## src/rtl/cicyt_defs.vh

```
`ifndef CICYT_DEFS_VH
`define CICYT_DEFS_VH
// instruction class codes
`define CICYT_OP_SHIFT 5'h00
`define CICYT_OP_MEMSHIFT 5'h01
`define CICYT_OP_MMR 5'h02
`define CICYT_OP_MRM 5'h03
`define CICYT_OP_BCC 5'h04
`define CICYT_OP_DBR 5'h05
`define CICYT_OP_BITREG 5'h06
`define CICYT_OP_BITMEM 5'h07
`define CICYT_OP_JMP 5'h08
`define CICYT_OP_JSR 5'h09
`define CICYT_OP_IMM 5'h0a
`define CICYT_OP_TAS 5'h0b
// bit operation codes
`define CICYT_BIT_CHG 2'h0
`define CICYT_BIT_CLR 2'h1
`define CICYT_BIT_SET 2'h2
`define CICYT_BIT_TST 2'h3
// timing figures in clock periods
`define CICYT_SH_BASE_BW 8'h06
`define CICYT_SH_BASE_L 8'h08
`define CICYT_MEMSH_CLK 8'h08
`define CICYT_MMR_BASE 8'h0c
`define CICYT_MRM_BASE_DISP 8'h0c
`define CICYT_BCC_TAKEN 8'h0a
`define CICYT_BCC_NT_B 8'h08
`define CICYT_BCC_NT_W 8'h0c
`define CICYT_DBR_TRUE 8'h0c
`define CICYT_DBR_BR 8'h0a
`define CICYT_DBR_END 8'h0e
`define CICYT_JMP_CLK 8'h08
`define CICYT_JSR_CLK 8'h10
`define CICYT_IMM_BW 8'h08
`define CICYT_IMM_L 8'h10
`define CICYT_TAS_MEM 8'h0a
`define CICYT_TAS_REG 8'h04
`define CICYT_CLK_PER_BUS 8'h04
`endif

```

## src/rtl/cicyt_rom.v

```verilog
`timescale 1ns/10ps
`default_nettype none
// per-entry bit-operation timing table, registered read
module cicyt_rom (
	input wire CLK, // clock
	input wire [2:0] ADDR, // {static, op}
	output reg [15:0] DATA // {clocks, reads, writes}
);
	always @(posedge CLK) begin
		case (ADDR)
			3'h0: DATA <= 16'h0810;
			3'h1: DATA <= 16'h0a10;
			3'h2: DATA <= 16'h0810;
			3'h3: DATA <= 16'h0610;
			3'h4: DATA <= 16'h0c20;
			3'h5: DATA <= 16'h0e20;
			3'h6: DATA <= 16'h0c20;
			default: DATA <= 16'h0a20;
		endcase
	end
endmodule // cicyt_rom
`default_nettype wire

```

## src/rtl/cicyt_seq.v

```verilog
// Contract
// - marked forms add effective address clocks, reads and writes to base figures
// - register shift 6+2n or 8+2n long, one read; memory shift 8, 1/1
// - memory-to-register move_multiple: word 12+4n (3+n), long 12+8n (3+2n)
// - long register-to-memory displacement move_multiple: 12+8n, three reads, 2n writes
// - per-register increments scale with count of selected registers
// - cond branch taken 10 (2); not taken 8 (1) byte, 12 (2) word
// - decrement_branch true 12 (2); false branch 10 (2); loop end 14 (3)
// - register bit modify dynamic 8/10 one read; static 12/14 two reads; register bit_test 6 or 10
// - memory bit modify 8 (1/1) dynamic, 12 (2/1) static; bit_test 4 or 8
// - indirect jump 8 with two reads; call 16 with two reads two writes
// - test_and_set memory 10 with locked read-write; register 4, one read
// - counts include operation, writeback and next prefetch
`timescale 1ns/10ps
`default_nettype none
`include "cicyt_defs.vh"
module cicyt_seq (
	input wire CLK, // 25 MHz clock
	input wire RSTN, // async reset, low
	input wire START, // one-cycle instruction request
	input wire [4:0] OP, // instruction class
	input wire LONG, // long size
	input wire MEM, // memory operand
	input wire COND, // branch taken / condition true
	input wire WDISP, // word displacement
	input wire LOOP_END, // decrement_branch counter expired
	input wire STATIC, // static bit number
	input wire [1:0] BITOP, // bit operation
	input wire [5:0] SHIFT_N, // shift count
	input wire [4:0] REG_N, // registers selected, 0..16
	input wire [7:0] EA_CLK, // ea calculation clocks
	input wire [3:0] EA_RD, // ea reads
	input wire [3:0] EA_WR, // ea writes
	input wire BUS_DONE, // bus cycle finished
	output wire BUSY, // instruction in progress
	output reg BUS_RD, // bus read request level
	output reg BUS_WR, // bus write request level
	output reg BUS_LOCK, // indivisible cycle
	output reg DONE, // one-cycle end pulse
	output reg [9:0] CLK_TOTAL, // clocks of last instruction
	output reg [5:0] RD_TOTAL, // reads of last instruction
	output reg [5:0] WR_TOTAL // writes of last instruction
);
	localparam S_IDLE = 4'h1;
	localparam S_LOOK = 4'h2;
	localparam S_RUN = 4'h4;
	localparam S_END = 4'h8;
	reg [3:0] state_q;
	reg [9:0] clk_q, clk_d, cnt_q;
	reg [5:0] rd_q, rd_d, wr_q, wr_d, rd_left_q, wr_left_q;
	reg use_rom_q, ea_q, lock_q, lock_d;
	reg [4:0] op_q;
	reg long_q, mem_q;
	reg [1:0] bit_q;
	reg [7:0] eac_q;
	reg [3:0] ear_q, eaw_q;
	reg bus_done_s1_q, bus_done_q;
	wire [15:0] rom_data;
	wire [9:0] ea_ck;
	cicyt_rom u_rom (
		.CLK(CLK),
		.ADDR({STATIC, BITOP}),
		.DATA(rom_data)
	);
	assign BUSY = (state_q != S_IDLE);
	assign ea_ck = {2'h0, eac_q};
	// base figures from the instruction class
	always @* begin
		clk_d = 10'h000;
		rd_d = 6'h01;
		wr_d = 6'h00;
		lock_d = 1'b0;
		case (OP)
			`CICYT_OP_SHIFT: begin
				clk_d = {2'h0, LONG ? `CICYT_SH_BASE_L : `CICYT_SH_BASE_BW}
					+ {3'h0, SHIFT_N, 1'b0};
			end
			`CICYT_OP_MEMSHIFT: begin
				clk_d = {2'h0, `CICYT_MEMSH_CLK};
				wr_d = 6'h01;
			end
			`CICYT_OP_MMR: begin
				clk_d = {2'h0, `CICYT_MMR_BASE} + (LONG ? {2'h0, REG_N, 3'h0}
					: {3'h0, REG_N, 2'h0});
				rd_d = 6'h03 + (LONG ? {REG_N, 1'b0} : {1'b0, REG_N});
			end
			`CICYT_OP_MRM: begin
				clk_d = {2'h0, `CICYT_MRM_BASE_DISP} + {2'h0, REG_N, 3'h0};
				rd_d = 6'h03;
				wr_d = {REG_N, 1'b0};
			end
			`CICYT_OP_BCC: begin
				if (COND) begin
					clk_d = {2'h0, `CICYT_BCC_TAKEN};
					rd_d = 6'h02;
				end else if (WDISP) begin
					clk_d = {2'h0, `CICYT_BCC_NT_W};
					rd_d = 6'h02;
				end else begin
					clk_d = {2'h0, `CICYT_BCC_NT_B};
				end
			end
			`CICYT_OP_DBR: begin
				rd_d = 6'h02;
				if (COND) begin
					clk_d = {2'h0, `CICYT_DBR_TRUE};
				end else if (LOOP_END) begin
					clk_d = {2'h0, `CICYT_DBR_END};
					rd_d = 6'h03;
				end else begin
					clk_d = {2'h0, `CICYT_DBR_BR};
				end
			end
			`CICYT_OP_JMP: begin
				clk_d = {2'h0, `CICYT_JMP_CLK};
				rd_d = 6'h02;
			end
			`CICYT_OP_JSR: begin
				clk_d = {2'h0, `CICYT_JSR_CLK};
				rd_d = 6'h02;
				wr_d = 6'h02;
			end
			`CICYT_OP_IMM: begin
				clk_d = {2'h0, LONG ? `CICYT_IMM_L : `CICYT_IMM_BW};
				rd_d = LONG ? 6'h03 : 6'h02;
			end
			`CICYT_OP_TAS: begin
				clk_d = {2'h0, MEM ? `CICYT_TAS_MEM : `CICYT_TAS_REG};
				wr_d = MEM ? 6'h01 : 6'h00;
				lock_d = MEM;
			end
			default: begin
				clk_d = 10'h000;
			end
		endcase
	end
	// registered bus_done from memory side
	always @(posedge CLK or negedge RSTN) begin
		if (!RSTN) begin
			bus_done_s1_q <= 1'b0;
			bus_done_q <= 1'b0;
		end else begin
			bus_done_s1_q <= BUS_DONE;
			bus_done_q <= bus_done_s1_q;
		end
	end
	always @(posedge CLK or negedge RSTN) begin
		if (!RSTN) begin
			state_q <= S_IDLE;
			clk_q <= 10'h000;
			rd_q <= 6'h00;
			wr_q <= 6'h00;
			cnt_q <= 10'h000;
			rd_left_q <= 6'h00;
			wr_left_q <= 6'h00;
			use_rom_q <= 1'b0;
			ea_q <= 1'b0;
			lock_q <= 1'b0;
			op_q <= 5'h00;
			long_q <= 1'b0;
			mem_q <= 1'b0;
			bit_q <= 2'h0;
			eac_q <= 8'h00;
			ear_q <= 4'h0;
			eaw_q <= 4'h0;
			BUS_RD <= 1'b0;
			BUS_WR <= 1'b0;
			BUS_LOCK <= 1'b0;
			DONE <= 1'b0;
			CLK_TOTAL <= 10'h000;
			RD_TOTAL <= 6'h00;
			WR_TOTAL <= 6'h00;
		end else begin
			DONE <= 1'b0;
			case (state_q)
				S_IDLE: begin
					if (START) begin
						clk_q <= clk_d;
						rd_q <= rd_d;
						wr_q <= wr_d;
						lock_q <= lock_d;
						op_q <= OP;
						long_q <= LONG;
						mem_q <= MEM;
						bit_q <= BITOP;
						use_rom_q <= (OP == `CICYT_OP_BITREG) || (OP == `CICYT_OP_BITMEM);
						// ea-marked forms: memory shift, memory bit ops, memory tas
						ea_q <= (OP == `CICYT_OP_MEMSHIFT) || (OP == `CICYT_OP_BITMEM)
							|| ((OP == `CICYT_OP_TAS) && MEM);
						eac_q <= EA_CLK;
						ear_q <= EA_RD;
						eaw_q <= EA_WR;
						state_q <= S_LOOK;
					end
				end
				S_LOOK: begin
					if (use_rom_q) begin
						if (op_q == `CICYT_OP_BITREG) begin
							clk_q <= {2'h0, rom_data[15:8]};
							rd_q <= {2'h0, rom_data[7:4]};
							wr_q <= 6'h00;
						end else if (bit_q == `CICYT_BIT_TST) begin
							// static entries are the ones that owe two reads
							clk_q <= rom_data[5] ? 10'h008 : 10'h004;
							rd_q <= {2'h0, rom_data[7:4]};
							wr_q <= 6'h00;
						end else begin
							clk_q <= rom_data[5] ? 10'h00c : 10'h008;
							rd_q <= {2'h0, rom_data[7:4]};
							wr_q <= 6'h01;
						end
					end else if (ea_q) begin
						clk_q <= clk_q + ea_ck;
						rd_q <= rd_q + {2'h0, ear_q};
						wr_q <= wr_q + {2'h0, eaw_q};
					end
					state_q <= S_RUN;
					cnt_q <= 10'h000;
				end
				S_RUN: begin
					if (cnt_q == 10'h000 && use_rom_q && op_q == `CICYT_OP_BITMEM) begin
						clk_q <= clk_q + ea_ck;
						rd_q <= rd_q + {2'h0, ear_q};
						wr_q <= wr_q + {2'h0, eaw_q};
						rd_left_q <= rd_q + {2'h0, ear_q};
						wr_left_q <= wr_q + {2'h0, eaw_q};
					end else if (cnt_q == 10'h000) begin
						rd_left_q <= rd_q;
						wr_left_q <= wr_q;
					end
					cnt_q <= cnt_q + 10'h001;
					// reads first, then writes; lock spans tas pair
					BUS_RD <= (cnt_q != 10'h000) && (rd_left_q != 6'h00);
					BUS_WR <= (cnt_q != 10'h000) && (rd_left_q == 6'h00)
						&& (wr_left_q != 6'h00);
					BUS_LOCK <= lock_q && (cnt_q != 10'h000)
						&& ((rd_left_q != 6'h00) || (wr_left_q != 6'h00));
					if (cnt_q != 10'h000 && bus_done_q) begin
						if (rd_left_q != 6'h00)
							rd_left_q <= rd_left_q - 6'h01;
						else if (wr_left_q != 6'h00)
							wr_left_q <= wr_left_q - 6'h01;
					end
					// count spans operation, writeback and prefetch; a slow bus stretches
					// the run until every owed cycle is retired
					if (cnt_q + 10'h001 >= clk_q && cnt_q != 10'h000
						&& rd_left_q == 6'h00 && wr_left_q == 6'h00) begin
						state_q <= S_END;
					end
				end
				S_END: begin
					BUS_RD <= 1'b0;
					BUS_WR <= 1'b0;
					BUS_LOCK <= 1'b0;
					DONE <= 1'b1;
					CLK_TOTAL <= clk_q;
					RD_TOTAL <= rd_q;
					WR_TOTAL <= wr_q;
					state_q <= S_IDLE;
				end
				default: state_q <= S_IDLE;
			endcase
		end
	end
endmodule // cicyt_seq
`default_nettype wire

```

## config.mk

```make
export PLATFORM = sky130hd
export DESIGN_NAME = cicyt_seq
export DESIGN_NICKNAME = d
export VERILOG_FILES = /design/src/rtl/cicyt_rom.v /design/src/rtl/cicyt_seq.v
export VERILOG_INCLUDE_DIRS = /design/src /design/src/rtl
export SDC_FILE = /design/constraint.sdc
export NUM_CORES = 1
export LEC_CHECK = 0
export ABC_AREA = 1
export ABC_CLOCK_PERIOD_IN_PS = 2300
export CORE_MARGIN = 10
export CORE_UTILIZATION = 30
export DETAILED_ROUTE_END_ITERATION = 10
export DONT_BUFFER_PORTS = 1
export RECOVER_POWER = 50
export SETUP_SLACK_MARGIN = 0.3
export SYNTH_ARGS = -nofsm -noshare
export SYNTH_HDL_FRONTEND = slang
export SYNTH_SLANG_ARGS = --single-unit
```

## constraint.sdc

```tcl
create_clock -name CLK -period 2.3 [get_ports CLK]
set_input_delay 0.46 -clock CLK [delete_from_list [all_inputs] [get_ports CLK]]
set_output_delay 0.46 -clock CLK [all_outputs]
set_load 0.05 [all_outputs]
```

==> summary.md <==
| Metric | Value |
|---|---|
| Unique masters post-synth | 42 |
| Vias in the first global route | roughly 5,400 |
| IO Port Bufs | 0 |
| Flop2flop setup slack | 0.12 ns |
| Critical-path maximum fanout | 4 |
| Buffer depth of the longest clock path | 2 |
| Fraction of registers with async set/reset | 0.953 |
| Clock-pin slew of the registers on the worst-case setup and hold paths | 0.08 ns |
| Syn-to-layout area delta | 12.2% |
| Finished Core Util | 0.345 |
| EDFF count, synth | 0 |
| Slowest-stage cell, CP | dfrtp_1 |
| H-tree Lvls | 3 |
| Remaining DRCs | 0 |
| Clock sinks | approximately 110 |
| Rel. slew slack | 0.545 |
| Global Route Usage Sum | 0.129 |
| Initial antenna violation count | 0 |
| Detailed placer's ending HPWL | 14.2 mm |
| Arrival time worst endpoint | 2.47 ns |
| Via count | between 5,000 and 6,000 |
| Final setup fails | 0 |
| Aggregate routed wire length | 18.6 mm |
| Hold WS | -0.214 ns |
| DR pass1 iterations | 7 |
| Initial Util | 0.308 |
| Required time of the critical path | around 2.6 ns |
| R2r startpoint | cnt_q[0] |
| Remaining Overflow, GRT | 0 |
| Max VDD drop | 0.483 mV |
| Most frequent cells in the layout | nand2_1 (218), inv_1 (115), dfrtp_1 (101) |
| Post-route antenna net violation count | 0 |
| Worst Path Buf+Inv | 1 |
| Final hold violations | about 100 |
| Num CTS Buffers | 9 |
| Final Skew | roughly 0.014 ns |
| Synth area leader | dfrtp_1 |
| Mapped Area | about 6800 um^2 |
| Number of cells on the worst reg-to-reg path | 14 |
| Failing checks | hold timing |
| GP Congestion | 0.888 |
| Power Dens Cells | approximately 1200 nW/um^2 |
| Post-place instance area | between 7000 and 8000 um^2 |
| Most common cell after layout, fill and taps aside | nand2_1 |
| Power Total | about 0.0092 W |
| Max-cap violations | 0 |
| Register bit total from synthesis | 107 |
| IO Count | 71 |
| Initial DRC Count | roughly 440 |
| CP Class | reg -> reg |
| Vias per inst | between 4 and 5 |
| Root buf cell | clkbuf_16 |
| Kind of start point of the critical path | register |
| Nets@finish | just under 1,000 |
| Leakage power | ~3.7 nW |
| Fin crit share | 0.947 |
| RSZ-0062 raised after global routing | yes |
| Slowest stage delay, CP | roughly 0.4 ns |
| Cells after Synth | a little under 900 |
| Clock Latency Late Sink | 0.36 ns |
| Largest net degree at the start of global routing | about 100 |
| Top FF cell, synth | dfrtp_1 |
| Die W | ~170 um |
| CTS tree | done |
| Post-route cell area | about 7600 um^2 |
| DR WL/cell | about 16 um |
| Yosys warning count | 0 |
| Max Slew Vio Count | 0 |
| Ranking of synthesized cells by area | dfrtp_1 (37%), nand2_1 (12%), ha_1 (7.0%) |
| Crit path top cell by count | nand2_1 |
| Status | finished with violations |
| Synth top area share | 0.373 |
| Core Region | around 22,000 um^2 |
| Cell chain of the critical path | ha_2, nand2_2, inv_2, nand4_1, nor3_2, xor2_1, ha_1, nand2_1, nor2_1, a211oi_1, o21ai_1, nand2_1, nand2_1, nand2_1 |
| Worst setup EP type | register |
| Hold Crit Class | in -> async |
| # diodes | 0 |
| Critical R2R Capture | state_q[2] |
| Post-synthesis net count | 979 |
| Die Y-Extent | around 170 um |
| Seq/Total Area, Yosys | 0.392 |
| Slew @ Worst Pin | between 0.6 and 0.7 ns |
| Die area | ~29,000 um^2 |
| Top delay family on crit path | simple AND/OR/NAND/NOR gates |
| Mean Syn Cell Area | ~7.6 um^2 |
| Layout cells sized above 1 | 0.108 |
| First-pass GRT wire length | 29.8 mm |
| Tmin final | roughly 2.2 ns |
| Row cnt | 54 |
| FMAX | about 460 MHz |
==> per-layer routing <==
layer | vias to the layer above | global-route usage | routed length (um)
met5 | - | 0 | 0
met4 | 0 | 0.0229 | 160
met3 | 13 | 0.0453 | 1470
met2 | 134 | 0.193 | 7980
met1 | 2711 | 0.178 | 8970
li1 | 2969 | - | -
==> registers in the layout, indices dropped and copies added (netlist names), 5 cells and up <==
| register | flops |
|---|---|
| RD_TOTAL | 6 |
| cnt_q | 10 |
| wr_q | 6 |
| wr_left_q | 6 |
| CLK_TOTAL | 10 |
| eac_q | 8 |
| rd_left_q | 6 |
| op_q | 5 |
| u_rom.DATA | 5 |
| clk_q | 10 |
| rd_q | 6 |
| WR_TOTAL | 6 |
==> worst max path at each step <==
| stage | end | slack (ns) | cells after the start | start |
|---|---|---|---|---|
| final | state_q[2] | 0.12 | 14 | cnt_q[0] |
| after global routing | state_q[2] | -0.0004 | 14 | cnt_q[0] |
| after CTS | state_q[2] | 0.13 | 14 | cnt_q[4] |
| after detailed placement | state_q[2] | 0.09 | 14 | cnt_q[0] |
| after global placement | state_q[2] | 0.11 | 14 | cnt_q[0] |
| after floorplan | state_q[2] | 0.29 | 14 | cnt_q[2] |
==> cell usage after synthesis (10+ instances only) <==
library cell,n
nand2_1,222
inv_1,116
dfrtp_1,101
o21ai_0,88
nand3_1,77
nor2_1,75
ha_1,38
mux2_2,19
a21oi_1,18
nand4_1,18
xor2_1,13
a31oi_1,10
buf_2,10
==> report_power, final <==
group	switching, W	internal, W	total (W)
logic	0.00285	0.00189	0.00474
registers	0.000534	0.00242	0.00296
clock network	0.000735	0.000772	0.00151
total	0.00412	0.00508	0.00921
==> stage by stage <==
step | setup slack, ns | TNS, ns | std cells
final | 0.123 | 0 | 1194
after global routing | -0.000443 | -0.000443 | 1194
after CTS | 0.125 | 0 | 1184
after detailed placement | 0.0851 | 0 | 1164
after global placement | 0.114 | 0 | 1164
after floorplan | 0.287 | 0 | 893
==> logic make-up (layout without fill, tap and decap cells) <==
family                     count (synthesis)  in the layout  synth area share
muxes                                     19             19            0.0316
and+or+nand+nor                          417            419             0.269
xor gates and xnor gates                  19             19            0.0246
buffers and inverters                    145            164            0.0844
DFF                                      107            107             0.392
adders and majority gates                 42             42            0.0820
AOI/OAI and AO/OA                        144            144             0.117
==> what timing repair did <==
item                                    4_1_cts  5_1_grt
resized for setup                             7        9
setup buffers                                 3        9
hold endpoints to repair                    102      102
pin swaps                                     3        5
gates cloned                                  1        1
endpoints found under the setup margin        5       30
==> cell type report <==
| type | instances | area [um^2] |
|---|---|---|
| Fill cell | 2290 | 14400 |
| Multi-Input combinational cell | 643 | 3640 |
| Tap cell | 280 | 350 |
| Inverter | 123 | 462 |
| Clock inverter | 5 | 37.5 |
| Clock buffer | 11 | 243 |
| Timing Repair Buffer | 25 | 225 |
| Sequential cell | 107 | 2650 |
Note: power is estimated with default switching activity, not from simulation.
